===== config.mk =====
export PLATFORM = sky130hd
export DESIGN_NAME = driver_ctrl
export DESIGN_NICKNAME = d
export VERILOG_FILES = /design/src/hdl/driver_ctrl.v /design/src/hdl/edge_sync.v
export VERILOG_INCLUDE_DIRS = /design/src /design/src/hdl
export SDC_FILE = /design/constraint.sdc
export NUM_CORES = 1
export LEC_CHECK = 0
export ABC_AREA = 1
export BUFFER_PORTS_ARGS = -buffer_cell sky130_fd_sc_hd__buf_4
export CAP_MARGIN = 15
export CORE_MARGIN = 2
export CORE_UTILIZATION = 51
export CTS_CLUSTER_DIAMETER = 40
export DETAILED_ROUTE_END_ITERATION = 10
export PLACE_DENSITY = 0.75
export SLEW_MARGIN = 25
export SYNTH_ARGS = -nofsm -noshare
export SYNTH_HDL_FRONTEND = slang
export SYNTH_SLANG_ARGS = --single-unit

===== constraint.sdc =====
create_clock -name ref_clk -period 3.05 [get_ports ref_clk]
set_input_delay 0.1525 -clock ref_clk [delete_from_list [all_inputs] [get_ports ref_clk]]
set_output_delay 0.1525 -clock ref_clk [all_outputs]
set_load 0.01 [all_outputs]

===== src/hdl/driver_ctrl_regs.vh =====
// Constants for the six-output driver serial control block.
// Functional notes
// - Select low starts transfer; high ignores link.
// - Serial input sampled on falling clock edge.
// - Control register loads on select rising edge.
// - Serial out tristate while select high.
// - Serial out changes on rising clock edge.
// - Status word shifted out LSB first.
// - Status clear bit clears supply and overload.
// - Bits 1 to 6 switch the six outputs.
// - Bits 7 to 12 select PWM gating.
// - Gated outputs follow the PWM input only while their switch bit is on.
// - Bit 13 low enables open-load detection.
// - Bit 14 high enables overcurrent shutdown.
// - Bit 15 low means standby; link keeps working.
// - Status word layout with unused bits 7-12.
// - Reset: run, overcurrent, open-load bits high.
// - Undervoltage sets supply flag, disables outputs.
// - Fault switch-off sets the overload flag.
`ifndef DRIVER_CTRL_REGS_VH
`define DRIVER_CTRL_REGS_VH

// ****************************************************************
// Word layout
// ****************************************************************
`define WORD_BITS 16
`define CTL_STATUS_CLEAR 0
`define CTL_DRIVE_LSB 1
`define CTL_PWM_LSB 7
`define CTL_OPEN_LOAD_N 13
`define CTL_OC_SHUTDOWN 14
`define CTL_RUN_ENABLE 15
`define CTL_RESET_VALUE 16'he000
`define STS_TEMP_PREWARN 0
`define STS_OUT_LSB 1
`define STS_OVERLOAD 13
`define STS_STANDBY 14
`define STS_SUPPLY_FAIL 15

`endif


===== src/hdl/driver_ctrl.v =====
// Serial control interface and output logic of the six-output driver.
`include "driver_ctrl_regs.vh"
module driver_ctrl (
    // Clock and reset
    input wire ref_clk,
    input wire rst,
    // Serial link pins
    input wire select_n,
    input wire serial_clk,
    input wire serial_in,
    output reg serial_out,
    output reg serial_out_en,
    // PWM input pin
    input wire pwm_in,
    // Analog status inputs; the six-bit buses have one bit per output in drive order
    input wire temp_warn_in,
    input wire [5:0] open_load_in,
    input wire [5:0] fault_off_in,
    input wire undervoltage_in,
    // Driver and mode outputs
    output reg [5:0] drive_out,
    output reg open_load_enable,
    output reg overcurrent_enable,
    output reg standby
);
    // ****************************************************************
    // Pin synchronisers
    // ****************************************************************
    wire sel_lvl;
    wire sel_rise;
    wire sel_fall;
    wire sck_rise;
    wire sck_fall;
    wire sdi_lvl;
    wire pwm_lvl;
    wire temp_lvl;
    wire uv_lvl;

    // Select rests high, so its synchroniser resets high to avoid a false rise.
    edge_sync #(.IDLE(1'b1)) sync_sel (.ref_clk(ref_clk), .rst(rst), .async_in(select_n),
        .level(sel_lvl), .rise(sel_rise), .fall(sel_fall));
    edge_sync sync_sck (.ref_clk(ref_clk), .rst(rst), .async_in(serial_clk),
        .level(), .rise(sck_rise), .fall(sck_fall));
    edge_sync sync_sdi (.ref_clk(ref_clk), .rst(rst), .async_in(serial_in),
        .level(sdi_lvl), .rise(), .fall());
    edge_sync sync_pwm (.ref_clk(ref_clk), .rst(rst), .async_in(pwm_in),
        .level(pwm_lvl), .rise(), .fall());
    edge_sync sync_tmp (.ref_clk(ref_clk), .rst(rst), .async_in(temp_warn_in),
        .level(temp_lvl), .rise(), .fall());
    edge_sync sync_uv (.ref_clk(ref_clk), .rst(rst), .async_in(undervoltage_in),
        .level(uv_lvl), .rise(), .fall());

    // Six-bit buses pass the same two flip-flops.
    reg [5:0] ol_meta;
    reg [5:0] ol_lvl;
    reg [5:0] flt_meta;
    reg [5:0] flt_lvl;

    // Synchronise the per-output status buses.
    always @(posedge ref_clk) begin
        if (rst) begin
            ol_meta <= 6'h00;
            ol_lvl <= 6'h00;
            flt_meta <= 6'h00;
            flt_lvl <= 6'h00;
        end else begin
            ol_meta <= open_load_in;
            ol_lvl <= ol_meta;
            flt_meta <= fault_off_in;
            flt_lvl <= flt_meta;
        end
    end

    // ****************************************************************
    // Registers
    // ****************************************************************
    reg [15:0] output_control_word;
    reg [15:0] shift_in;
    reg [15:0] shift_out;
    reg supply_fail_flag;
    reg overload_flag;
    reg [4:0] bit_count;

    wire active = ~sel_lvl;
    wire [5:0] drive_bits = output_control_word[`CTL_DRIVE_LSB +: 6];
    wire [5:0] pwm_sel = output_control_word[`CTL_PWM_LSB +: 6];
    wire run_enable = output_control_word[`CTL_RUN_ENABLE];
    wire status_clear_now = sel_rise & (bit_count == 5'd16) & shift_in[`CTL_STATUS_CLEAR];

    // Per-output state for status bits 1 to 6: open-load result or on state.
    wire [5:0] out_state = output_control_word[`CTL_OPEN_LOAD_N] ? drive_out : (ol_lvl & ~drive_bits);

    // Status word snapshot taken as the frame opens.
    wire [15:0] status_word = {supply_fail_flag, ~run_enable, overload_flag, 6'h00,
        out_state, temp_lvl};

    // Receive shift register; word taken only after a full frame.
    always @(posedge ref_clk) begin
        if (rst) begin
            shift_in <= 16'h0000;
            bit_count <= 5'd0;
            output_control_word <= `CTL_RESET_VALUE;
        end else if (sel_fall) begin
            bit_count <= 5'd0;
        end else if (active && sck_fall) begin
            shift_in <= {sdi_lvl, shift_in[15:1]};
            if (bit_count != 5'd16) begin
                bit_count <= bit_count + 5'd1;
            end
        end else if (sel_rise && bit_count == 5'd16) begin
            output_control_word <= shift_in;
        end
    end

    // Transmit side: load on select fall, advance on rising clock edges.
    always @(posedge ref_clk) begin
        if (rst) begin
            shift_out <= 16'h0000;
            serial_out <= 1'b0;
            serial_out_en <= 1'b0;
        end else if (sel_fall) begin
            shift_out <= {1'b0, status_word[15:1]};
            serial_out <= status_word[`STS_TEMP_PREWARN];
            serial_out_en <= 1'b1;
        end else if (sel_rise) begin
            serial_out_en <= 1'b0;
        end else if (active && sck_rise) begin
            serial_out <= shift_out[0];
            shift_out <= {1'b0, shift_out[15:1]};
        end
    end

    // Sticky diagnostic flags; a new event wins over a clear.
    always @(posedge ref_clk) begin
        if (rst) begin
            supply_fail_flag <= 1'b0;
            overload_flag <= 1'b0;
        end else begin
            if (uv_lvl) begin
                supply_fail_flag <= 1'b1;
            end else if (status_clear_now) begin
                supply_fail_flag <= 1'b0;
            end
            if (|flt_lvl) begin
                overload_flag <= 1'b1;
            end else if (status_clear_now) begin
                overload_flag <= 1'b0;
            end
        end
    end

    // ****************************************************************
    // Output logic
    // ****************************************************************
    reg [5:0] next_drive;
    integer i;

    // Combine switch, PWM gating, faults, supply and half-bridge interlock.
    always @* begin
        next_drive = drive_bits;
        for (i = 0; i < 6; i = i + 1) begin
            if (pwm_sel[i]) begin
                next_drive[i] = drive_bits[i] & pwm_lvl;
            end
        end
        next_drive = next_drive & ~flt_lvl;
        for (i = 0; i < 3; i = i + 1) begin
            if (next_drive[2 * i] && next_drive[2 * i + 1]) begin
                next_drive[2 * i] = 1'b0;
                next_drive[2 * i + 1] = 1'b0;
            end
        end
        if (uv_lvl || !run_enable) begin
            next_drive = 6'h00;
        end
    end

    // Register the drive and mode outputs.
    always @(posedge ref_clk) begin
        if (rst) begin
            drive_out <= 6'h00;
            open_load_enable <= 1'b0;
            overcurrent_enable <= 1'b1;
            standby <= 1'b0;
        end else begin
            drive_out <= next_drive;
            open_load_enable <= ~output_control_word[`CTL_OPEN_LOAD_N];
            overcurrent_enable <= output_control_word[`CTL_OC_SHUTDOWN];
            standby <= ~run_enable;
        end
    end
endmodule // driver_ctrl


===== src/hdl/edge_sync.v =====
// Two-flop synchroniser with edge detection for one input.
module edge_sync #(
    // Level the pin rests at while idle; reset loads it so no false edge follows reset.
    parameter IDLE = 1'b0
) (
    // Clock and reset
    input wire ref_clk,
    input wire rst,
    // Asynchronous input
    input wire async_in,
    // Synchronised level and one-cycle edge pulses
    output reg level,
    output wire rise,
    output wire fall
);
    reg meta;
    reg prev;

    // Synchronise and keep the previous level for edge detection.
    always @(posedge ref_clk) begin
        if (rst) begin
            meta <= IDLE;
            level <= IDLE;
            prev <= IDLE;
        end else begin
            meta <= async_in;
            level <= meta;
            prev <= level;
        end
    end

    assign rise = level & ~prev;
    assign fall = ~level & prev;
endmodule // edge_sync


==> results.ini, run 1 <==
[die]
core_sq_um = 7650
chipWidth_um = 92.4
num_rows = 32
die_h_um = 92.4
fp.dieArea_sq_um = 8530
start_util_pct = 52.1
io-pin-count = 31

[job]
drv_cap = 0

[route]
wl_per_cell_um = 10.2
vias = 3243
drtPass1Iterations = 5
vias_per_cell = 4.63
drc = 0
drt-initial-drc-count = 120
ant_nets = 0
wirelength_mm = 7.15

[clock_tree]
htree_levels = 3
clk_pin_slew_ns = 0.10
clkLatencyLatePin_ns = 0.36
numCtsBuffers = 9
postCtsResizedCells = 0
cts_tree = built
clock-sinks = 102
cts_max_path_buffers = 2
root_buffer = clkbuf_8

[yosys]
synthTopCellsByArea = dfxtp_1 (51%), nor2_1 (15%), nand2_1 (9.6%), inv_1 (8.6%), o21ai_0 (2.9%)
yosysTopAreaCellShare_pct = 51.3
syn_nets = 579
synth_area_leader_cell = dfxtp_1
async_flop_share_pct = 0
avgSynthCellArea_sq_um = 7.19
synth_common_cells = nor2_1 (154), dfxtp_1 (102), nand2_1 (102)
yosys_warnings = 0
ys_ff_latch = 102
syn_inst = 554
synth_edf_count = 0
synth_area_sq_um = 3980
synth.distinct_cells = 22
ys_seq_area_share_pct = 51.3
synth.most_common_cell = nor2_1
synthFlopType = dfxtp_1

[global_route]
grt.met3_usage_pct = 4.56
grtUsageMet1_pct = 20.7
grtUsageTotal_pct = 18.2
antenna_found_initial = 0
grt_max_degree = 48
use_met2_pct = 33.3
grt_pass1_wl_mm = 12.5
grt_pass1_vias = 2927
grt-ovfl-total = 0
busiest_layer = met2

[finish]
antenna_cells = 0
stdcell_count = 701
syn_to_final_growth_pct = 15.1
drive_gt1_share_pct = 9.85
nNetsFinal = 619
fill_cells = 703

[sta]
setup_viol = 0
fmax_ghz = 0.468
post-route-period-util_pct = 70.0
whs_ns = 0.00405
hold_viol = 0
worst_slack_ns = 0.914
finalClockSkew_ns = 0.0102
fin_tns_setup_ns = 0
slew_violations = 0
slew_headroom_pct = 55.3
tightest_slew_ns = 0.665
rsz0062_at_grt = no
fin_crit_ns = 2.14

[critical_path]
path_class = flip-flop to flip-flop
startpoint_type = flip-flop
worstPathArrival_ns = 2.40
required_ns = 3.32
endpoint_kind = flip-flop
critPathMaxFanout = 27

[hold_path]
hp-class = input pin to flip-flop

[pwr]
netSwitchingPower_uw = 565
power.density_nw_per_um2 = 502
finalPower_uw = 2300
p_comb_share_pct = 5.5
leakage_uw = 0.00215
swShare_pct = 24.5
p_int_uw = 1740
pwr-share-seq_pct = 59.9
ir_drop_uv = 404
clock_power_share_pct = 34.6

[placed_design]
hpwl_mm = 4.93
gp_congestion = 0.863
dp_cells = 668
io_buffers = 30
place_ws_ns = 0.904

[status]
status = finished clean

-- flip-flops by register name, summed over array words and instances (netlist names), 5 cells and up --
register,flops
shift_in,16
flt_meta,6
ol_meta,6
output_control_word,15
bit_count,5
drive_out,6
flt_lvl,6
ol_lvl,6
shift_out,15
-- what timing repair did --
item / CTS / global route
setup buffers: 0 / 0
endpoints found under the hold margin: 17 / 0
hold buffers: 17 / 0
-- worst max-delay path: stages (launching register included) --
cell     delay, ns
dfxtp_1       0.41
inv_2         0.08
ha_1          0.38
inv_2         0.28
nand2_1       0.17
nor2_4        0.45
nand2_1       0.12
nand2_1       0.09
nor2_1        0.05
-- power by group through the flow --
stage	Combinational, uW	Clock [uW]	Sequential [uW]
after global placement	108	0	1410
after global routing	148	863	1380
final	127	795	1380
after CTS	129	814	1380
after floorplan	78.8	0	1410
after detailed placement	111	0	1410
-- layer usage --
layer | share of wire (%) | vias to the layer above | routed length [um]
li1 | - | 1722 | -
met1 | 44 | 1451 | 3130
met2 | 51 | 58 | 3640
met3 | 3.5 | 12 | 253
met4 | 1.8 | 0 | 129
met5 | 0 | - | 0
-- area by class of cell --
class	count	area [sq um]	share of cell area, %
multi-input cells	341	1490	32.4
inverters	93	349	7.61
flip-flops and latches	102	2040	44.5
well taps	102	128	2.78
clock buffers	9	124	2.70
repair buffers	47	395	8.62
clock inverters	7	61.3	1.34
-- cell families (layout without fill, tap and decap cells) --
group	Yosys count	in the layout	synth area share, %
and+or+nand+nor	299	299	31.0
adders and majority gates	5	5	1.57
xor gates and xnor gates	1	1	0.220
buffers and inverters	111	156	11.5
DFF	102	102	51.3
AOI/OAI and AO/OA	36	36	4.52
-- per-stage QoR --
stage	instance area, sq um	utilization (%)
floorplan	3980	-
global placement	4230	55.3
detailed placement	4230	55.3
CTS	4580	59.9
global route	4580	59.9
finish	4580	59.9
-- placed cells by master (no fill, tap or decap) --
master         count
a21oi_1           13
buf_4             30
clkbuf_8           9
clkinvlp_4         2
dfxtp_1          102
dlygate4sd3_1     17
ha_1               5
inv_1             90
inv_2              3
inv_6              4
inv_8              1
nand2_1          102
nand2_2            1
nand2_4            1
nand3_1           17
nand3_2            2
nand3b_1           6
nand4_1            2
nor2_1           154
nor2_4             3
nor3_1             8
o21ai_0           23
or2_2              3
xor2_1             1
-- final timing paths --
path | start | end | slack [ns] | cells after the start
min | undervoltage_in | sync_uv.meta | 0.004 | 3
max reg2reg | sync_sel.level | output_control_word[6] | 0.91 | 8
min reg2reg | sync_tmp.meta | sync_tmp.level | 0.40 | 2
max | sync_sel.level | output_control_word[6] | 0.91 | 8
Note: power is estimated with default switching activity, not from simulation.
==> run 2, diff against run 1 <==
==> constraint.sdc (replaced) <==
create_clock -name ref_clk -period 2 [get_ports ref_clk]
set_input_delay 0.1 -clock ref_clk [delete_from_list [all_inputs] [get_ports ref_clk]]
set_output_delay 0.1 -clock ref_clk [all_outputs]
set_load 0.01 [all_outputs]
==> run 2 against run 1 <==
Sequential cell count unchanged. Largest cell class unchanged. First-iteration DRC count down 6.7%. Combinational power up 63%. Final area up 2.7%. Clock skew down 0.0025 ns. Setup slack worse by 0.54 ns. Largest power group unchanged. Die area unchanged. Clock-buffer cell count up 2. Register-to-register slack worse by 0.54 ns. Highest routed layer unchanged. Clock power up 91%. Critical endpoint is now output_control_word[11]. Global-route usage up 1.1 points.
==> results.ini, run 2 (synthesized netlist as in run 1, its figures left out) <==
[status]
status = finished clean

[placed_design]
io_buffers = 30
gp_congestion = 0.899
post_dp_cell_area_sq_um = 4280
hpwl_mm = 5.24

[global_route]
grt_pass1_wl_mm = 13.1
antenna_found_initial = 0
grt-ovfl-total = 0
grt_pass1_vias = 3081
grtUsageTotal_pct = 19.3
grt_max_degree = 28

[sta]
fin_tns_setup_ns = 0
fin_crit_ns = 1.63
rsz0062_at_grt = no
fmax_ghz = 0.615
slew_headroom_pct = 51.6
tightest_slew_ns = 0.720
setup_viol = 0
slew_violations = 0
finalClockSkew_ns = 0.00778
hold_viol = 0
post-route-period-util_pct = 81.3

[finish]
final_cell_mix = nor2_1 (154), nand2_1 (102), dfxtp_1 (102), inv_1 (91), buf_4 (37)
antenna_cells = 0
fin_area_sq_um = 4710
multi_input_area_sq_um = 1490
mostFrequentLayoutCell = nor2_1
top_regs = shift_in (16), output_control_word (15), shift_out (15)
nNetsFinal = 627
fill_cells = 680
syn_to_final_growth_pct = 18.2
largest_reg_flops = 16
drive_gt1_share_pct = 10.5
ff_latch_area_sq_um = 2040
regMostFlops = shift_in

[die]
fp.dieArea_sq_um = 8530
chipWidth_um = 92.4
num_rows = 32
die_h_um = 92.4
start_util_pct = 52.1
core_sq_um = 7650
io-pin-count = 31

[hold_path]
hp-class = input pin to flip-flop
hold_start = rst

[route]
vias = 3281
drt-initial-drc-count = 112
vias_per_cell = 4.63
ant_nets = 0
drc = 0
wl_per_cell_um = 10.8
drtPass1Iterations = 4
wirelength_mm = 7.63

[clock_tree]
htree_levels = 3
cts_max_path_buffers = 2
numCtsBuffers = 9
cts_tree = built
clk_pin_slew_ns = 0.09
post_cts_buffers = 0
root_buffer = clkbuf_8
clkLatencyLatePin_ns = 0.36
clock-sinks = 102

[pwr]
ir_drop_uv = 540
power.density_nw_per_um2 = 813
leakage_uw = 0.00223

[critical_path]
cp.buffers_inverters = 3
startpoint_type = flip-flop
crit_top_cell = nand2_1
slowest_delay_ns = 0.40
regToRegStartpoint = sync_sel.level
endpoint_kind = flip-flop
worstPathArrival_ns = 1.88
worstPathCellList = inv_2 -> ha_1 -> inv_2 -> nand2_1 -> nor2_4 -> buf_4 -> nand2_1 -> nand2_1 -> nor2_1
path_class = flip-flop to flip-flop
required_ns = 2.26
critPathMaxFanout = 27
crit_slowest_cell = dfxtp_1
crit_start = sync_sel.level
path_delay_family = buffers and inverters

[job]
drv_cap = 0

## run 2: cell types whose count changed in the layout (fill, tap and decap cells not counted), sizes merged
cell         delta
buf             +7
bufinv          +3
clkbuf          +2
clkinv          +1
clkinvlp        -2
dlygate4sd3     +1
inv             -4
## run 2: metrics by stage
stage | hold WS [ns] | power, uW | setup WS [ns] | instances | utilization, %
2_1_floorplan | 0.204 | 2260 | 0.552 | 554 | -
3_3_place_gp | 0.286 | 2320 | 0.471 | 675 | 56.0
3_5_place_dp | 0.291 | 2330 | 0.421 | 675 | 56.0
4_1_cts | 0.0746 | 3870 | 0.375 | 709 | 61.6
5_1_grt | 0.0909 | 3990 | 0.203 | 709 | 61.6
6_report | 0.0852 | 3830 | 0.374 | 709 | 61.6
## run 2: worst paths after layout
path	slack, ns	to	cells past startpoint
worst max-delay path	0.37	output_control_word[11]	9
worst min register to register	0.40	flt_lvl[4]	2
worst max register to register	0.37	output_control_word[11]	9
worst min-delay path	0.09	standby	2
## run 2: repair_timing
item,CTS,global route
hold buffers,18,0
gates resized for setup,0,0
endpoints found under the hold margin,18,0
## run 2: area by class of cell
cell class | count | area share, %
tap | 102 | 2.71
clock inverter | 5 | 2.21
inverter | 93 | 7.42
multi-input combinational | 341 | 31.6
timing repair buffer | 55 | 9.73
clock buffer | 11 | 3.00
sequential | 102 | 43.4
## run 2: layer usage
metal / GRT usage (%) / vias to the layer above / part of all wire (%)
li1: - / 1733 / -
met1: 20.5 / 1492 / 44
met2: 36.1 / 45 / 51
met3: 5.78 / 11 / 3.4
met4: 6.34 / 0 / 1.9
met5: 0 / - / 0
## run 2: where the power goes
part           switching [uW]  internal, uW  total (uW)
Combinational             112          95.6         207
Clock                     649           868        1520
Sequential               20.4          2080        2100
Total                     781          3040        3830
